<file path="config.mk">
export PLATFORM = sky130hd
export DESIGN_NAME = cpu_clock_source_switcher
export DESIGN_NICKNAME = d
export VERILOG_FILES = /design/src/clksw_pkg.sv /design/src/clk_src_gate.sv /design/src/cpu_clock_source_switcher.sv
export SDC_FILE = /design/constraint.sdc
export NUM_CORES = 1
export LEC_CHECK = 0
export BUFFER_PORTS_ARGS = -buffer_cell sky130_fd_sc_hd__clkbuf_2
export CORE_ASPECT_RATIO = 1.25
export CORE_MARGIN = 2
export CORE_UTILIZATION = 45
export CTS_CLUSTER_DIAMETER = 120
export DETAILED_ROUTE_END_ITERATION = 8
export GPL_ROUTABILITY_DRIVEN = 0
export PLACE_DENSITY = 0.79
export SKIP_LAST_GASP = 1
export SYNTH_ARGS = -nofsm -noshare
export SYNTH_HDL_FRONTEND = slang
export SYNTH_HIERARCHICAL = 1
export SYNTH_SLANG_ARGS = --single-unit
</file>
<file path="constraint.sdc">
create_clock -name clk -period 1.8 [get_ports clk]
set_clock_uncertainty 0.15 [all_clocks]
set_input_delay 0.18 -clock clk [delete_from_list [all_inputs] [get_ports clk]]
set_output_delay 0.18 -clock clk [all_outputs]
set_load 0.01 [all_outputs]
</file>
<file path="src/clksw_pkg.sv">
package clksw_pkg;

	// register byte addresses
	localparam logic [7:0] OFS_OPMODE = 8'h00;
	localparam logic [7:0] OFS_MOSC   = 8'h04;
	localparam logic [7:0] OFS_MAINMODE = 8'h08;
	localparam logic [7:0] OFS_IOSC   = 8'h0c;
	localparam logic [7:0] OFS_PCLK   = 8'h10;
	localparam logic [7:0] OFS_STAB   = 8'h14;

	// field positions
	localparam int BIT_EXT       = 7;
	localparam int BIT_MAINPIN   = 6;
	localparam int BIT_SUBPIN    = 4;
	localparam int BIT_MAIN_HALT = 7;
	localparam int BIT_PERIPH_SEL = 2;
	localparam int BIT_MAIN_STAT = 1;
	localparam int BIT_CPU_MAIN  = 0;
	localparam int BIT_RUNNING   = 7;
	localparam int BIT_LS_HALT   = 1;
	localparam int BIT_HS_HALT   = 0;
	localparam int BIT_CPU_SUB   = 4;
	localparam int BIT_SUB_STAT  = 5;

	// values after reset
	localparam logic RST_MAIN_HALT = 1'b1;
	localparam logic RST_OTHER     = 1'b0;

	// timing
	localparam int CLK_MHZ           = 20;
	localparam int RESET_PROC_US_MIN = 11;
	localparam int RESET_PROC_US_MAX = 47;
	localparam int RESET_PROC_CYC    = RESET_PROC_US_MIN * CLK_MHZ;
	localparam int PROC_W            = $clog2(RESET_PROC_CYC + 1);
	localparam int HS_START_CYC      = 16;
	localparam logic [7:0] STAB_MAX  = 8'hff;

	typedef enum logic [2:0] {st_pre, st_proc, st_run, st_halt, st_stop} cpu_state_e;
	typedef enum logic [1:0] {src_hs, src_main, src_sub} clk_src_e;

endpackage

</file>
<file path="src/clk_src_gate.sv">
`timescale 1ns/1ns
`default_nettype none

// one leg of the cpu clock multiplexer; a leg opens or closes only on its own source tick
module clk_src_gate (
	input  wire logic clk,
	input  wire logic reset_n,
	input  wire logic tick,
	input  wire logic req,
	input  wire logic others_on,
	output logic      on,
	output logic      gated_tick
);

	typedef struct packed {
		logic on;
	} state_s;

	state_s s_q;
	state_s s_d;

	always_comb begin
		s_d = s_q;
		// close on own edge when deselected; open on own edge once every other leg is closed
		if (tick) begin
			if (s_q.on && !req)
				s_d.on = 1'b0;
			else if (!s_q.on && req && !others_on)
				s_d.on = 1'b1;
		end
	end

	always_ff @(posedge clk) begin
		if (!reset_n)
			s_q <= '0;
		else
			s_q <= s_d;
	end

	assign on         = s_q.on;
	assign gated_tick = tick & s_q.on;

	a_leg_opens_alone: assert property (@(posedge clk) disable iff (!reset_n)
		$rose(s_q.on) |-> $past(!others_on && req && tick))
		else $error("leg opened while another leg was open");

	a_leg_closes_own: assert property (@(posedge clk) disable iff (!reset_n)
		$fell(s_q.on) |-> $past(tick && !req))
		else $error("leg closed off its own edge");

endmodule // clk_src_gate

`default_nettype wire

</file>
<file path="src/cpu_clock_source_switcher.sv">
// Overview of operation
// clearing the low-speed halt bit restarts the low-speed oscillator.
// after reset the cpu runs from the internal high-speed oscillator.
// in high poc mode wait for supply, then a reset processing delay.
// software enables the resonator, checks stabilization, then sets both main selects.
// for external main clock input software skips the stabilization check.
// the peripheral main select can change only once after reset.
// software starts the subsystem oscillator, waits, then selects it for the cpu.
// software restarts the internal oscillator, polls running, then clears main select.
// from main clock, software starts the subsystem oscillator, waits, selects it.
// oscillator start may be skipped when the subsystem clock already runs.
// to internal from subsystem, software restarts, confirms, clears selects.
// to main from subsystem, software enables main, sets selects, clears subsystem.
// halt from each source enters a distinct halt state tied to that source.
// software stops unsupported peripherals before the stop instruction.
// mode register: external input bit 7, main pin bit 6, subsystem bit 4.
// internal oscillator register: running status bit 7, halt bit 0.
// main select bits 2 and 0, main halt bit 7, subsystem select bit 4.
// setting low-speed halt stops that oscillator unless the option forbids it.
// setting the internal high-speed halt stops it; cpu must use another source.
// clearing subsystem pin mode stops it; cpu must not use it.
// cpu status reads internal, main or subsystem from two status bits.
// the cpu clock mux switches glitch free on edges of both clocks.
// halting the oscillator that drives the cpu is ignored.
`timescale 1ns/1ns
`default_nettype none

module cpu_clock_source_switcher #(
	parameter int HS_START = clksw_pkg::HS_START_CYC
) (
	input  wire logic        clk,
	input  wire logic        reset_n,
	input  wire logic [7:0]  address,
	input  wire logic        read,
	input  wire logic        write,
	input  wire logic [31:0] writedata,
	input  wire logic [3:0]  byteenable,
	output logic      [31:0] readdata,
	output logic             waitrequest,
	input  wire logic        poweron_clear_level_sel,
	input  wire logic        supply_above_threshold,
	input  wire logic        lowspeed_stop_allowed,
	input  wire logic        hs_tick,
	input  wire logic        main_tick,
	input  wire logic        sub_tick,
	input  wire logic        halt_exec,
	input  wire logic        stop_exec,
	input  wire logic        wake_event,
	output logic             cpu_clk_en,
	output logic             cpu_running,
	output logic             cpu_halted,
	output logic             cpu_stopped,
	output logic      [1:0]  halt_source,
	output logic             hs_osc_enable,
	output logic             main_osc_enable,
	output logic             ext_clock_input_enable,
	output logic             sub_osc_enable,
	output logic             lowspeed_osc_enable,
	output logic             periph_main_clk_sel
);

	localparam int HS_W = $clog2(HS_START + 1);

	typedef struct packed {
		clksw_pkg::cpu_state_e      st;
		clksw_pkg::clk_src_e        halt_src;
		logic [clksw_pkg::PROC_W-1:0] proc_cnt;
		logic                       ext_clock_input_sel;
		logic                       main_pin_osc_mode;
		logic                       sub_pin_osc_mode;
		logic                       main_osc_halt;
		logic                       peripheral_main_clock_sel;
		logic                       periph_sel_locked;
		logic                       cpu_main_clock_sel;
		logic                       cpu_sub_clock_sel;
		logic                       hs_internal_osc_halt;
		logic                       lowspeed_osc_halt;
		logic [HS_W-1:0]            hs_cnt;
		logic                       hs_internal_osc_running;
		logic [7:0]                 osc_stab_counter_status;
		logic                       ack;
		logic [31:0]                rdata;
	} state_s;

	state_s s_q;
	state_s s_d;

	logic                  in_stop;
	logic                  hs_t;
	logic                  main_t;
	logic                  sub_t;
	logic                  on_hs;
	logic                  on_main;
	logic                  on_sub;
	logic                  g_hs;
	logic                  g_main;
	logic                  g_sub;
	logic                  cpu_on_main_status;
	logic                  cpu_on_sub_status;
	clksw_pkg::clk_src_e   req_src;
	clksw_pkg::clk_src_e   cur_src;
	logic                  bus_req;
	logic                  wr_ok;
	logic [7:0]            wd;
	logic [7:0]            rd_mux;

	// the stop instruction halts both high-speed sources; the subsystem oscillator keeps going
	assign in_stop                = (s_q.st == clksw_pkg::st_stop);
	assign hs_osc_enable          = !s_q.hs_internal_osc_halt && !in_stop;
	assign main_osc_enable        = s_q.main_pin_osc_mode && !s_q.ext_clock_input_sel
	                                && !s_q.main_osc_halt && !in_stop;
	assign ext_clock_input_enable = s_q.main_pin_osc_mode && s_q.ext_clock_input_sel
	                                && !s_q.main_osc_halt && !in_stop;
	assign sub_osc_enable         = s_q.sub_pin_osc_mode;
	assign lowspeed_osc_enable    = !(s_q.lowspeed_osc_halt && lowspeed_stop_allowed);
	assign periph_main_clk_sel    = s_q.peripheral_main_clock_sel;

	assign hs_t   = hs_tick && hs_osc_enable;
	assign main_t = main_tick && (main_osc_enable || ext_clock_input_enable);
	assign sub_t  = sub_tick && sub_osc_enable;

	// subsystem select wins over the main select
	assign req_src = s_q.cpu_sub_clock_sel  ? clksw_pkg::src_sub :
	                 s_q.cpu_main_clock_sel ? clksw_pkg::src_main : clksw_pkg::src_hs;

	clk_src_gate u_leg_hs (
		.clk        (clk),
		.reset_n    (reset_n),
		.tick       (hs_t),
		.req        (req_src == clksw_pkg::src_hs),
		.others_on  (on_main || on_sub),
		.on         (on_hs),
		.gated_tick (g_hs)
	);

	clk_src_gate u_leg_main (
		.clk        (clk),
		.reset_n    (reset_n),
		.tick       (main_t),
		.req        (req_src == clksw_pkg::src_main),
		.others_on  (on_hs || on_sub),
		.on         (on_main),
		.gated_tick (g_main)
	);

	clk_src_gate u_leg_sub (
		.clk        (clk),
		.reset_n    (reset_n),
		.tick       (sub_t),
		.req        (req_src == clksw_pkg::src_sub),
		.others_on  (on_hs || on_main),
		.on         (on_sub),
		.gated_tick (g_sub)
	);

	// status follows the open leg, not the select bits
	assign cpu_on_sub_status  = on_sub;
	assign cpu_on_main_status = on_main;
	assign cur_src = cpu_on_sub_status  ? clksw_pkg::src_sub :
	                 cpu_on_main_status ? clksw_pkg::src_main : clksw_pkg::src_hs;

	assign cpu_running = (s_q.st == clksw_pkg::st_run);
	assign cpu_halted  = (s_q.st == clksw_pkg::st_halt);
	assign cpu_stopped = in_stop;
	assign halt_source = s_q.halt_src;
	assign cpu_clk_en  = cpu_running && (g_hs || g_main || g_sub);

	assign bus_req     = read || write;
	assign waitrequest = bus_req && !s_q.ack;
	assign readdata    = s_q.rdata;
	assign wd          = writedata[7:0];
	assign wr_ok       = write && s_q.ack && byteenable[0];

	always_comb begin
		rd_mux = 8'h00;
		case (address)
			clksw_pkg::OFS_OPMODE: begin
				rd_mux[clksw_pkg::BIT_EXT]     = s_q.ext_clock_input_sel;
				rd_mux[clksw_pkg::BIT_MAINPIN] = s_q.main_pin_osc_mode;
				rd_mux[clksw_pkg::BIT_SUBPIN]  = s_q.sub_pin_osc_mode;
			end
			clksw_pkg::OFS_MOSC: rd_mux[clksw_pkg::BIT_MAIN_HALT] = s_q.main_osc_halt;
			clksw_pkg::OFS_MAINMODE: begin
				rd_mux[clksw_pkg::BIT_PERIPH_SEL] = s_q.peripheral_main_clock_sel;
				rd_mux[clksw_pkg::BIT_MAIN_STAT]  = cpu_on_main_status;
				rd_mux[clksw_pkg::BIT_CPU_MAIN]   = s_q.cpu_main_clock_sel;
			end
			clksw_pkg::OFS_IOSC: begin
				rd_mux[clksw_pkg::BIT_RUNNING] = s_q.hs_internal_osc_running;
				rd_mux[clksw_pkg::BIT_LS_HALT] = s_q.lowspeed_osc_halt;
				rd_mux[clksw_pkg::BIT_HS_HALT] = s_q.hs_internal_osc_halt;
			end
			clksw_pkg::OFS_PCLK: begin
				rd_mux[clksw_pkg::BIT_CPU_SUB]  = s_q.cpu_sub_clock_sel;
				rd_mux[clksw_pkg::BIT_SUB_STAT] = cpu_on_sub_status;
			end
			clksw_pkg::OFS_STAB: rd_mux = s_q.osc_stab_counter_status;
			default: rd_mux = 8'h00;
		endcase
	end

	always_comb begin
		s_d = s_q;
		// one wait state per access; read data is sampled in the wait cycle
		s_d.ack = bus_req && !s_q.ack;
		if (bus_req && !s_q.ack)
			s_d.rdata = read ? {24'h000000, rd_mux} : 32'h00000000;

		if (wr_ok) begin
			case (address)
				clksw_pkg::OFS_OPMODE: begin
					s_d.ext_clock_input_sel = wd[clksw_pkg::BIT_EXT];
					s_d.main_pin_osc_mode   = wd[clksw_pkg::BIT_MAINPIN];
					// the subsystem oscillator cannot be dropped under a cpu that uses or wants it
					if (wd[clksw_pkg::BIT_SUBPIN] || (cur_src != clksw_pkg::src_sub
					    && req_src != clksw_pkg::src_sub))
						s_d.sub_pin_osc_mode = wd[clksw_pkg::BIT_SUBPIN];
				end
				clksw_pkg::OFS_MOSC: begin
					if (!wd[clksw_pkg::BIT_MAIN_HALT] || (cur_src != clksw_pkg::src_main
					    && req_src != clksw_pkg::src_main))
						s_d.main_osc_halt = wd[clksw_pkg::BIT_MAIN_HALT];
				end
				clksw_pkg::OFS_MAINMODE: begin
					if (!s_q.periph_sel_locked
					    && wd[clksw_pkg::BIT_PERIPH_SEL] != s_q.peripheral_main_clock_sel) begin
						s_d.peripheral_main_clock_sel = wd[clksw_pkg::BIT_PERIPH_SEL];
						s_d.periph_sel_locked         = 1'b1;
					end
					s_d.cpu_main_clock_sel = wd[clksw_pkg::BIT_CPU_MAIN];
				end
				clksw_pkg::OFS_IOSC: begin
					s_d.lowspeed_osc_halt = wd[clksw_pkg::BIT_LS_HALT];
					if (!wd[clksw_pkg::BIT_HS_HALT] || (cur_src != clksw_pkg::src_hs
					    && req_src != clksw_pkg::src_hs))
						s_d.hs_internal_osc_halt = wd[clksw_pkg::BIT_HS_HALT];
				end
				clksw_pkg::OFS_PCLK: s_d.cpu_sub_clock_sel = wd[clksw_pkg::BIT_CPU_SUB];
				default: ;
			endcase
		end

		// running status only after the start-up count with the oscillator enabled
		if (!hs_osc_enable) begin
			s_d.hs_cnt                  = '0;
			s_d.hs_internal_osc_running = 1'b0;
		end else if (s_q.hs_cnt != HS_W'(HS_START))
			s_d.hs_cnt = s_q.hs_cnt + HS_W'(1);
		else
			s_d.hs_internal_osc_running = 1'b1;

		// stabilization count of the resonator; stays at zero for external input
		if (!main_osc_enable)
			s_d.osc_stab_counter_status = 8'h00;
		else if (main_t && s_q.osc_stab_counter_status != clksw_pkg::STAB_MAX)
			s_d.osc_stab_counter_status = s_q.osc_stab_counter_status + 8'h01;

		case (s_q.st)
			clksw_pkg::st_pre: begin
				// low poc mode has no supply gate here; only the higher level waits
				if (!poweron_clear_level_sel || supply_above_threshold)
					s_d.st = clksw_pkg::st_proc;
			end
			clksw_pkg::st_proc: begin
				if (s_q.proc_cnt == clksw_pkg::PROC_W'(clksw_pkg::RESET_PROC_CYC - 1))
					s_d.st = clksw_pkg::st_run;
				else
					s_d.proc_cnt = s_q.proc_cnt + clksw_pkg::PROC_W'(1);
			end
			clksw_pkg::st_run: begin
				if (halt_exec) begin
					s_d.st       = clksw_pkg::st_halt;
					s_d.halt_src = cur_src;
				end else if (stop_exec && cur_src != clksw_pkg::src_sub)
					s_d.st = clksw_pkg::st_stop;
			end
			clksw_pkg::st_halt, clksw_pkg::st_stop: begin
				if (wake_event)
					s_d.st = clksw_pkg::st_run;
			end
			default: s_d.st = clksw_pkg::st_pre;
		endcase
	end

	always_ff @(posedge clk) begin
		if (!reset_n) begin
			s_q                      <= '0;
			s_q.st                   <= clksw_pkg::st_pre;
			s_q.halt_src             <= clksw_pkg::src_hs;
			s_q.main_osc_halt        <= clksw_pkg::RST_MAIN_HALT;
			s_q.cpu_main_clock_sel   <= clksw_pkg::RST_OTHER;
			s_q.cpu_sub_clock_sel    <= clksw_pkg::RST_OTHER;
			s_q.hs_internal_osc_halt <= clksw_pkg::RST_OTHER;
		end else
			s_q <= s_d;
	end

	a_periph_single_change: assert property (@(posedge clk) disable iff (!reset_n)
		s_q.periph_sel_locked |=> $stable(s_q.peripheral_main_clock_sel))
		else $error("peripheral main select changed twice");

	a_proc_delay_exact: assert property (@(posedge clk) disable iff (!reset_n)
		$rose(cpu_running) && !$past(cpu_halted || cpu_stopped) |-> $past(s_q.st == clksw_pkg::st_proc)
		&& $past(s_q.proc_cnt) == clksw_pkg::PROC_W'(clksw_pkg::RESET_PROC_CYC - 1))
		else $error("run entered without full reset processing delay");

	a_pre_holds_low: assert property (@(posedge clk) disable iff (!reset_n)
		s_q.st == clksw_pkg::st_pre && poweron_clear_level_sel && !supply_above_threshold
		|=> s_q.st == clksw_pkg::st_pre)
		else $error("left pre-reset before supply detection");

	a_default_hs_select: assert property (@(posedge clk) disable iff (!reset_n)
		s_q.st == clksw_pkg::st_proc |-> !s_q.cpu_sub_clock_sel && !s_q.cpu_main_clock_sel
		&& hs_osc_enable)
		else $error("internal high-speed source not default after reset");

	a_lowspeed_control: assert property (@(posedge clk) disable iff (!reset_n)
		wr_ok && address == clksw_pkg::OFS_IOSC
		|=> lowspeed_osc_enable == !($past(wd[clksw_pkg::BIT_LS_HALT]) && $past(lowspeed_stop_allowed)))
		else $error("low-speed oscillator did not follow halt bit");

	a_halt_tied_source: assert property (@(posedge clk) disable iff (!reset_n)
		cpu_running && halt_exec |=> cpu_halted && halt_source == $past(cur_src))
		else $error("halt state not tied to running source");

	a_cpu_source_kept: assert property (@(posedge clk) disable iff (!reset_n)
		!in_stop && cur_src == clksw_pkg::src_hs && !(on_main || on_sub) |-> hs_osc_enable)
		else $error("internal oscillator halted under the cpu");

	a_sub_kept_running: assert property (@(posedge clk) disable iff (!reset_n)
		cpu_on_sub_status |-> sub_osc_enable)
		else $error("subsystem oscillator stopped under the cpu");

	a_one_leg_open: assert property (@(posedge clk) disable iff (!reset_n)
		$onehot0({on_hs, on_main, on_sub}))
		else $error("more than one clock leg open");

	a_field_positions: assert property (@(posedge clk) disable iff (!reset_n)
		read && !s_q.ack && address == clksw_pkg::OFS_IOSC
		|=> readdata[clksw_pkg::BIT_HS_HALT] == $past(s_q.hs_internal_osc_halt))
		else $error("internal oscillator register field misplaced");

endmodule // cpu_clock_source_switcher

`default_nettype wire

</file>
### Word-level counts from Yosys, hierarchy flattened

Index checks and enable logic that the tools add are counted.

* bits in latches: 0
* RAM bits: 0
* logic and storage cells: 160
* memories: 0
* output and inout bits: 45
* ROM bits: 0
* input port bits: 57
* register bits after elaboration: 73

* mux-type cells: 24
* add/subtract/negate cells: 3
* reduce and logical (&&, ||, !) cells: 85
* equal/unequal tests: 23
* divide/modulo/power cells: 0
* $mul: 0
* shifts and indexed selects: 0
* bitwise gates (word level): 4
* $lt $le $gt $ge: 0

Operator list (count)
* $logic_and A1 B1 Y1: 30
* $reduce_and A2 Y1: 11
* $logic_not A1 Y1: 19
* $add A8 B1 Y8 const B: 2
* $eq A8 B4 Y1 const B: 2
* $eq A8 B5 Y1 const B: 2
* $mux W3: 5
* $pmux W3 S4: 1
* $reduce_and A3 Y1: 4
* $logic_or A1 B1 Y1: 11
* $ne A2 B2 Y1 const B: 5
* $reduce_bool A2 Y1: 5
* $mux W1: 9
* $eq A8 B3 Y1 const B: 1
* $eq A8 B8 Y1 const B: 1
* $logic_not A8 Y1: 1
* $mux W8: 1
* $ne A8 B8 Y1 const B: 1
* $eq A3 B2 Y1 const B: 2
* $pmux W1 S2: 3
* $pmux W2 S3: 1
* $add A5 B1 Y5 const B: 1
* $ne A5 B5 Y1 const B: 1
* $mux W2: 2
* other kinds (15): 18

### Longest topological paths before layout

Gate-level depths: netlist of the first run.

* depth after elaboration: 10
* gate-level depth with buffers: 6
* gate-level depth less buffers: 6

### Cells and area by module

Netlist of the first run, hierarchy kept.

Modules (own cells, without submodules)
* cpu_clock_source_switcher: cells an instance 315, times used 1, sequential area each 920.9 um^2, area each 2761.4 um^2
* clk_src_gate: cells an instance 5, times used 3, sequential area each 20.0 um^2, area each 48.8 um^2

### Worst setup path after synthesis of the first run

Ideal clock, no wire load.

* kind: reg2out
* from: register s_q[69] (netlist bit)
* to: output port cpu_clk_en
* stages on the path, launching flop included: 7
* data required time: 1.470 ns
* path buffers: 1
* data arrival time: 1.705 ns
* slack: -0.235 ns
* cells stage by stage: dfxtp_1 -> or3b_1 -> nand3_1 -> buf_2 -> inv_2 -> and2_2 -> o31a_1

* cells in the longest elaborated chain, start to end: 9
* elaborated cells between the ends (all ways): 14
* those cells by class: eq/ne: 2; bitwise: 2; reduce/logical: 10

RTL lines
* from (decl): RTL line cpu_clock_source_switcher.sv:85 `state_s s_q;`
* $eq A3 B3 Y1 (*): RTL line cpu_clock_source_switcher.sv:108 `assign in_stop = (s_q.st == clksw_pkg::st_stop);`
* $logic_not A1 Y1 (*): RTL line cpu_clock_source_switcher.sv:111, cpu_clock_source_switcher.sv:113
* $logic_and A1 B1 Y1 (on tied branches): RTL line cpu_clock_source_switcher.sv:111, cpu_clock_source_switcher.sv:113
* $logic_or A1 B1 Y1 (*): RTL line cpu_clock_source_switcher.sv:119 `assign main_t = main_tick && (main_osc_enable || ext_clock_input_enable);`
* $logic_and A1 B1 Y1 (*): RTL line cpu_clock_source_switcher.sv:119
* via main_t: RTL line cpu_clock_source_switcher.sv:90 `logic main_t;`
* $and A1 B1 Y1 (*): RTL line clk_src_gate.sv:41 `assign gated_tick = tick & s_q.on;`
* via g_main: RTL line cpu_clock_source_switcher.sv:96 `logic g_main;`
* $logic_or A1 B1 Y1 (*) (2 in series): RTL line cpu_clock_source_switcher.sv:166 `assign cpu_clk_en = cpu_running && (g_hs || g_main || g_sub);`
* $logic_and A1 B1 Y1 (*): RTL line cpu_clock_source_switcher.sv:166
* to (decl): RTL line cpu_clock_source_switcher.sv:49 `output logic cpu_clk_en,`

The timed path passes the listed nets; every way through them passes the cells marked *.

### Worst setup path in the final report of the first run

* from: register s_q[68] (netlist bit)
* to: output port cpu_clk_en

* elaborated cells between the ends (all ways): 14
* those cells by class: eq/ne: 2; bitwise: 2; reduce/logical: 10

RTL lines
* $eq A3 B3 Y1: RTL line cpu_clock_source_switcher.sv:108
* $logic_not A1 Y1: RTL line cpu_clock_source_switcher.sv:109 `assign hs_osc_enable = !s_q.hs_internal_osc_halt && !in_stop;`
* $logic_and A1 B1 Y1: RTL line cpu_clock_source_switcher.sv:109
* $logic_and A1 B1 Y1: RTL line cpu_clock_source_switcher.sv:118 `assign hs_t = hs_tick && hs_osc_enable;`
* via hs_t: RTL line cpu_clock_source_switcher.sv:89 `logic hs_t;`
* $and A1 B1 Y1: RTL line clk_src_gate.sv:41
* via g_hs: RTL line cpu_clock_source_switcher.sv:95 `logic g_hs;`
* $logic_or A1 B1 Y1 (2 in series): RTL line cpu_clock_source_switcher.sv:166
* $logic_and A1 B1 Y1: RTL line cpu_clock_source_switcher.sv:166

The timed path passes the listed nets, and every way through them passes these cells.

==> results of run 1 <==
path summary, 6_finish.rpt:
kind,from,to,slack [ns],depth (start not counted)
setup / recovery,s_q[68]$_SDFFE_PN0P_,cpu_clk_en,-0.38,7
hold / removal,writedata[0],s_q[50]$_SDFFE_PN0P_,0.02,3
setup reg to reg,s_q[68]$_SDFFE_PN0P_,s_q[68]$_SDFFE_PN0P_,0.04,5
hold reg to reg,readdata[4]$_SDFFE_PN0P_,readdata[4]$_SDFFE_PN0P_,0.32,2
power breakdown:
group | switching, mW | internal, mW | leakage (nW)
combinational | 0.259 | 0.242 | 0.968
clock | 0.404 | 0.424 | 0.0591
sequential | 0.0354 | 1.13 | 0.398
layout make-up:
cell class                 count  area share (%)
clock buffer                   5            2.00
clock inverter                 3            1.38
inverter                      14            1.67
multi-input combinational    245            49.7
sequential                    49            28.6
tap                           85            3.09
timing repair buffer          74            13.6
per-layer routing:
layer  routed length (um)  track usage (%)
met4                  175             8.03
met3                  269             3.75
met5                    0                0
met1                 2720             20.8
met2                 3370             34.0
synthesized netlist by cell type (3+ instances only):
cell / instances / area (um2)
inv_1: 12 / 45.0
o221a_1: 3 / 33.8
and2_1: 10 / 62.6
nand2b_1: 5 / 31.3
nand4_1: 6 / 37.5
o41ai_1: 3 / 26.3
and3_1: 3 / 18.8
or3_1: 3 / 18.8
nor4b_1: 3 / 26.3
xor2_1: 5 / 43.8
nor2b_1: 16 / 100
xnor2_1: 5 / 43.8
nand2_1: 25 / 93.8
mux2i_1: 15 / 150
o21ai_0: 7 / 35.0
buf_4: 34 / 255
or2_2: 4 / 25.0
nor3_1: 7 / 35.0
and2_2: 3 / 22.5
nor2_1: 15 / 56.3
nor4_4: 3 / 63.8
nor4_1: 3 / 18.8
nand3_1: 9 / 45.0
or4_1: 3 / 22.5
a21oi_1: 13 / 65.1
dfxtp_1: 49 / 981
a21boi_0: 3 / 22.5
a22o_1: 3 / 26.3
clkbuf_1: 7 / 26.3
ha_1: 4 / 50.1
through the flow:
stage / instances / util (%) / worst slack [ns]
finish: 475 / 55.4 / -0.379
global route: 475 / 55.4 / -0.436
CTS: 474 / 54.5 / -0.392
detailed placement: 461 / 51.7 / -0.113
global placement: 461 / 51.7 / -0.0664
floorplan: 353 / - / -0.0164
registers in the layout (all words and copies together) (netlist names):
signal               count
halt_source              2
periph_main_clk_sel      1
u_leg_sub/on             1
sub_osc_enable           1
u_leg_main/on            1
u_leg_hs/on              1
readdata                 8
s_q                     34
cell families (layout without fill, tap and decap cells):
logic type / after synthesis / count (layout)
buf+inv: 59 / 96
flops: 49 / 49
simple gates: 136 / 136
compound gates: 56 / 56
xor+xnor: 10 / 10
other cells: 1 / 24
mux: 15 / 15
fa+ha+maj: 4 / 4
cell usage in the layout, fill, tap and decap left out, drive strengths merged, types with 6 or more instances in the layout:
cell     n
a21oi   13
and2    14
buf     24
clkbuf  51
conb    24
dfxtp   49
inv     16
mux2i   15
nand2   25
nand2b   6
nand3    9
nand4    6
nor2    15
nor2b   16
nor3     7
nor4     6
o21ai    9
tightest hold or removal path: cells and delay by family:
kind	cells	cell delay, ns
buf+inv	1	0.10
simple gates	1	0.10
mux	1	0.07
repair_timing:
action | 4_1_cts | 5_1_grt
pin swaps | 1 | 2
hold buffers | 4 | 0
hold endpoints to repair | 5 | 0
setup endpoints to repair | 3 | 13
gates cloned | 0 | 0
resized for setup | 2 | 15
setup buffers | 1 | 2
==> impl_metrics.env, run 1 <==
export IMPL_crit_path_start_kind="flip-flop"
export IMPL_crit_path_end_kind="primary output"
export IMPL_grt_max_degree=34
export IMPL_clk_path_buf_depth=2
export IMPL_fp_row_count=32
export IMPL_violations="setup timing"
export IMPL_async_reset_ff_share_pct=0
export IMPL_cts_root_buf="clkbuf_8"
export IMPL_synth_xor_area_share_pct=3.01
export IMPL_synth_cell_types=69
export IMPL_cts_htree_levels=2
export IMPL_tritoncts="done"
export IMPL_p_leak_nw=1.42
export IMPL_core_um2=6210
export IMPL_start_util_pct=46.9
export IMPL_status="finished, violations left"
export IMPL_critPathMostFrequentCell="and2_4"
export IMPL_synth_compound_area_share_pct=14.0
export IMPL_first_global_vias=2344
export IMPL_drc=0
export IMPL_slowest_delay_ns=0.45
export IMPL_placed_cell_area_um2=3210
export IMPL_vias=2460
export IMPL_wire_per_inst_um=13.7
export IMPL_synth_edf_count=0
export IMPL_hold_ws_ns=0.0177
export IMPL_period_share_pct=121
export IMPL_crit_arrival_ns=1.85
export IMPL_setup_viol=4
export IMPL_grt_usage_pct=18.5
export IMPL_power_mw=2.50
export IMPL_final_cell_area_um2=3440
export IMPL_vdd_ir_drop_max_v=0.000475
export IMPL_rsz0062_at_grt="yes"
export IMPL_cts_made_buffers=5
export IMPL_clkSinkCount=49
export IMPL_die_area_um2=7130
export IMPL_ys_flop_type="dfxtp_1"
export IMPL_drt_iter0_drc=94
export IMPL_die_height_um=93.9
export IMPL_grt_pass1_wl_mm=10.7
export IMPL_fmax_ghz=0.459
export IMPL_layout_area_seq_um2=985
export IMPL_yosys_area_share_simple_pct=29.5
export IMPL_crit_family="simple AND/OR/NAND/NOR gates"
export IMPL_crit_buf_inv=2
export IMPL_antenna_found_initial=0
export IMPL_synth_mux_area_share_pct=5.16
export IMPL_synth_area_um2=2910
export IMPL_multi_input_area_um2=1710
export IMPL_drt_total_wl_mm=6.53
export IMPL_clkLatencyLatePin_ns=0.31
export IMPL_fin_nets=450
export IMPL_insertedDiodeCount=0
export IMPL_cap_violations=0
export IMPL_crit_fanout=4
export IMPL_synth_top_family_by_area="simple AND/OR/NAND/NOR gates"
export IMPL_synthToLayoutAreaGrowth_pct=18.3
export IMPL_worst_slack_ns=-0.379
export IMPL_syn_area_per_cell_um2=8.81
export IMPL_fillers=586
export IMPL_hpwl_mm=4.91
export IMPL_yosys_warnings=6
export IMPL_path_class="flip-flop to primary output"
export IMPL_antenna_left=0
export IMPL_worst_hold_path_type="primary input to flip-flop"
export IMPL_synthCells=330
export IMPL_portBuffers=48
export IMPL_required_ns=1.47
export IMPL_ys_seq_elements=49
export IMPL_worstPathCellList="or3b_4 -> inv_4 -> nor2_4 -> and2_4 -> and2_4 -> o31a_1 -> clkbuf_2"
export IMPL_die_w_um=75.9
export IMPL_period_needed_ns=2.18
export IMPL_clk_pin_slew_worst_paths_ns=0.10
export IMPL_overflow=0
export IMPL_ioPinCount=102
export IMPL_viasPerCell=5.18
export IMPL_hold_viol=0
export IMPL_synth_adder_area_share_pct=1.72
export IMPL_tns_ns=-0.630
export IMPL_final_max_slew_viol_count=0
export IMPL_power_density_nw_per_um2=726
export IMPL_drive_above_1_share_pct=27.7
export IMPL_dr_pass1_iters=4
export IMPL_worst_path_max_delay_cell="or3b_4"
export IMPL_yosysSeqAreaShare_pct=33.7
Power figures use the tool's default switching activity.
==> run 2: changes to the inputs <==
--- a/config.mk
+++ b/config.mk
@@ -8,11 +8,12 @@
 export BUFFER_PORTS_ARGS = -buffer_cell sky130_fd_sc_hd__clkbuf_2
 export CORE_ASPECT_RATIO = 1.25
 export CORE_MARGIN = 2
-export CORE_UTILIZATION = 45
+export CORE_UTILIZATION = 47
+export CTS_BUF_LIST = sky130_fd_sc_hd__clkbuf_8
 export CTS_CLUSTER_DIAMETER = 120
 export DETAILED_ROUTE_END_ITERATION = 8
 export GPL_ROUTABILITY_DRIVEN = 0
-export PLACE_DENSITY = 0.79
+export PLACE_DENSITY = 0.82
 export SKIP_LAST_GASP = 1
 export SYNTH_ARGS = -nofsm -noshare
 export SYNTH_HDL_FRONTEND = slang
==> run 2 against run 1 <==
The run still ends with setup timing left. First-iteration DRC count shrank 40%. Die area shrank 4.1%. Critical path depth is the same. Maximum frequency shrank 0.29%. Register-to-register slack lost 0.08 ns. Clock power shrank 20%. Core utilization grew 1.0 points. Worst setup slack lost 0.0064 ns. Routed wire length shrank 2.6%. Cell count grew 0.21%. Global-route usage grew 0.95 points.
==> impl_metrics.env, run 2 (same netlist as run 1, synthesis figures left out) <==
export IMPL_synthToLayoutAreaGrowth_pct=18.1
export IMPL_vias=2475
export IMPL_fmax_ghz=0.458
export IMPL_clk_pin_slew_worst_paths_ns=0.09
export IMPL_insertedDiodeCount=0
export IMPL_grt_pass1_wl_mm=10.8
export IMPL_drt_total_wl_mm=6.36
export IMPL_fin_nets=451
export IMPL_clkSinkCount=49
export IMPL_die_area_um2=6840
export IMPL_start_util_pct=47.8
export IMPL_dr_max_layer_used="met4"
export IMPL_final_cell_area_um2=3430
export IMPL_placed_cell_area_um2=3210
export IMPL_rsz0062_at_grt="yes"
export IMPL_antenna_left=0
export IMPL_viasPerCell=5.20
export IMPL_tritoncts="done"
export IMPL_drc=0
export IMPL_post_route_util_pct=56.4
export IMPL_drive_above_1_share_pct=28.1
export IMPL_clkLatencyLatePin_ns=0.31
export IMPL_worst_path_max_delay_cell="or3b_4"
export IMPL_crit_fanout=4
export IMPL_period_needed_ns=2.19
export IMPL_grt_max_degree=17
export IMPL_instances_no_fill=476
export IMPL_portBuffers=48
export IMPL_path_class="flip-flop to primary output"
export IMPL_die_w_um=74.4
export IMPL_dr_wl_met2_mm=3.30
export IMPL_fp_row_count=32
export IMPL_p_leak_nw=1.42
export IMPL_cts_htree_levels=2
export IMPL_hold_viol=0
export IMPL_required_ns=1.47
export IMPL_cts_root_buf="clkbuf_8"
export IMPL_crit_path_end_kind="primary output"
export IMPL_critPathMostFrequentCell="and2_4"
export IMPL_violations="setup timing"
export IMPL_grt_usage_pct=19.5
export IMPL_vdd_ir_drop_max_v=0.000398
export IMPL_status="finished, violations left"
export IMPL_top_register="s_q"
export IMPL_dr_pass1_iters=4
export IMPL_overflow=0
export IMPL_worstPathCellList="or3b_4 -> inv_4 -> nor2_4 -> and2_4 -> and2_4 -> o31a_1 -> clkbuf_2"
export IMPL_crit_path_start_kind="flip-flop"
export IMPL_dp_cells=461
export IMPL_cap_violations=0
export IMPL_drt_iter0_drc=56
export IMPL_r2r_slack_ns=-0.04
export IMPL_ioPinCount=102
export IMPL_final_max_slew_viol_count=0
export IMPL_die_height_um=91.9
export IMPL_mostFrequentLayoutCells="dfxtp_1 (47), clkbuf_2 (46), nand2_1 (25)"
export IMPL_slowest_delay_ns=0.45
export IMPL_setup_viol=4
export IMPL_core_um2=6090
export IMPL_hpwl_mm=4.96
export IMPL_dpl_worst_slack_ns=-0.0938
export IMPL_antenna_found_initial=0
export IMPL_crit_arrival_ns=1.86
export IMPL_layout_commonest_cell="dfxtp_1"
export IMPL_largest_reg_flops=34
export IMPL_wl_met3_um=220
export IMPL_m1WireLength_mm=2.73
export IMPL_worst_hold_path_type="primary input to flip-flop"
export IMPL_first_global_vias=2410
export IMPL_worst_slack_ns=-0.385
export IMPL_wire_per_inst_um=13.4
export IMPL_power_density_nw_per_um2=692
export IMPL_period_share_pct=121
export IMPL_cts_made_buffers=5
export IMPL_clk_path_buf_depth=2
-- run 2: per-stage QoR --
step / TNS, ns / total power, mW / hold slack, ns
floorplan: -0.0164 / 1.54 / 0.164
global placement: -0.200 / 1.65 / 0.276
detailed placement: -0.433 / 1.67 / 0.279
CTS: -0.708 / 2.32 / 0.00706
global route: -0.988 / 2.48 / 0.0319
finish: -0.669 / 2.38 / 0.00230
-- run 2: worst paths after layout --
| check | start | to | cells after the start |
|---|---|---|---|
| worst min register to register | readdata[6]$_SDFFE_PN0P_ | readdata[6]$_SDFFE_PN0P_ | 2 |
| worst min-delay path | writedata[2] | periph_main_clk_sel$_SDFFE_PN0P_ | 2 |
| worst max-delay path | s_q[68]$_SDFFE_PN0P_ | cpu_clk_en | 7 |
| worst max register to register | s_q[68]$_SDFFE_PN0P_ | s_q[68]$_SDFFE_PN0P_ | 6 |
-- run 2: worst max-delay path: cells and delay by family, from the launching register on --
family          cells  cell delay [ns]
simple gates        4             0.77
flops               1             0.33
compound gates      1             0.23
buf+inv             2             0.22
-- run 2: layout make-up --
cell class,instances,area (um2)
flip-flops and latches,49,983
clock inverters,3,18.8
repair buffers,75,474
well taps,85,106
multi-input cells,245,1730
fillers,586,2650
inverters,14,57.6
clock buffers,5,68.8
-- run 2: power by group --
group | switching, mW | total [mW] | leakage, nW | internal, mW
clock | 0.390 | 0.659 | 0.0416 | 0.269
sequential | 0.0320 | 1.16 | 0.397 | 1.13
combinational | 0.282 | 0.556 | 0.982 | 0.273
total | 0.704 | 2.38 | 1.42 | 1.67
-- run 2: layer usage --
layer | GRT usage, % | vias to the layer above
met1 | 24.3 | 1176
met4 | 5.36 | 0
met2 | 34.2 | 55
li1 | - | 1235
met5 | 0 | -
met3 | 2.86 | 9
-- run 2: what timing repair did --
item,4_1_cts,5_1_grt
pin swaps,0,6
buffers inserted,1,4
hold endpoints to repair,5,0
setup endpoints to repair,2,16
resized for setup,2,17
hold buffers,4,0
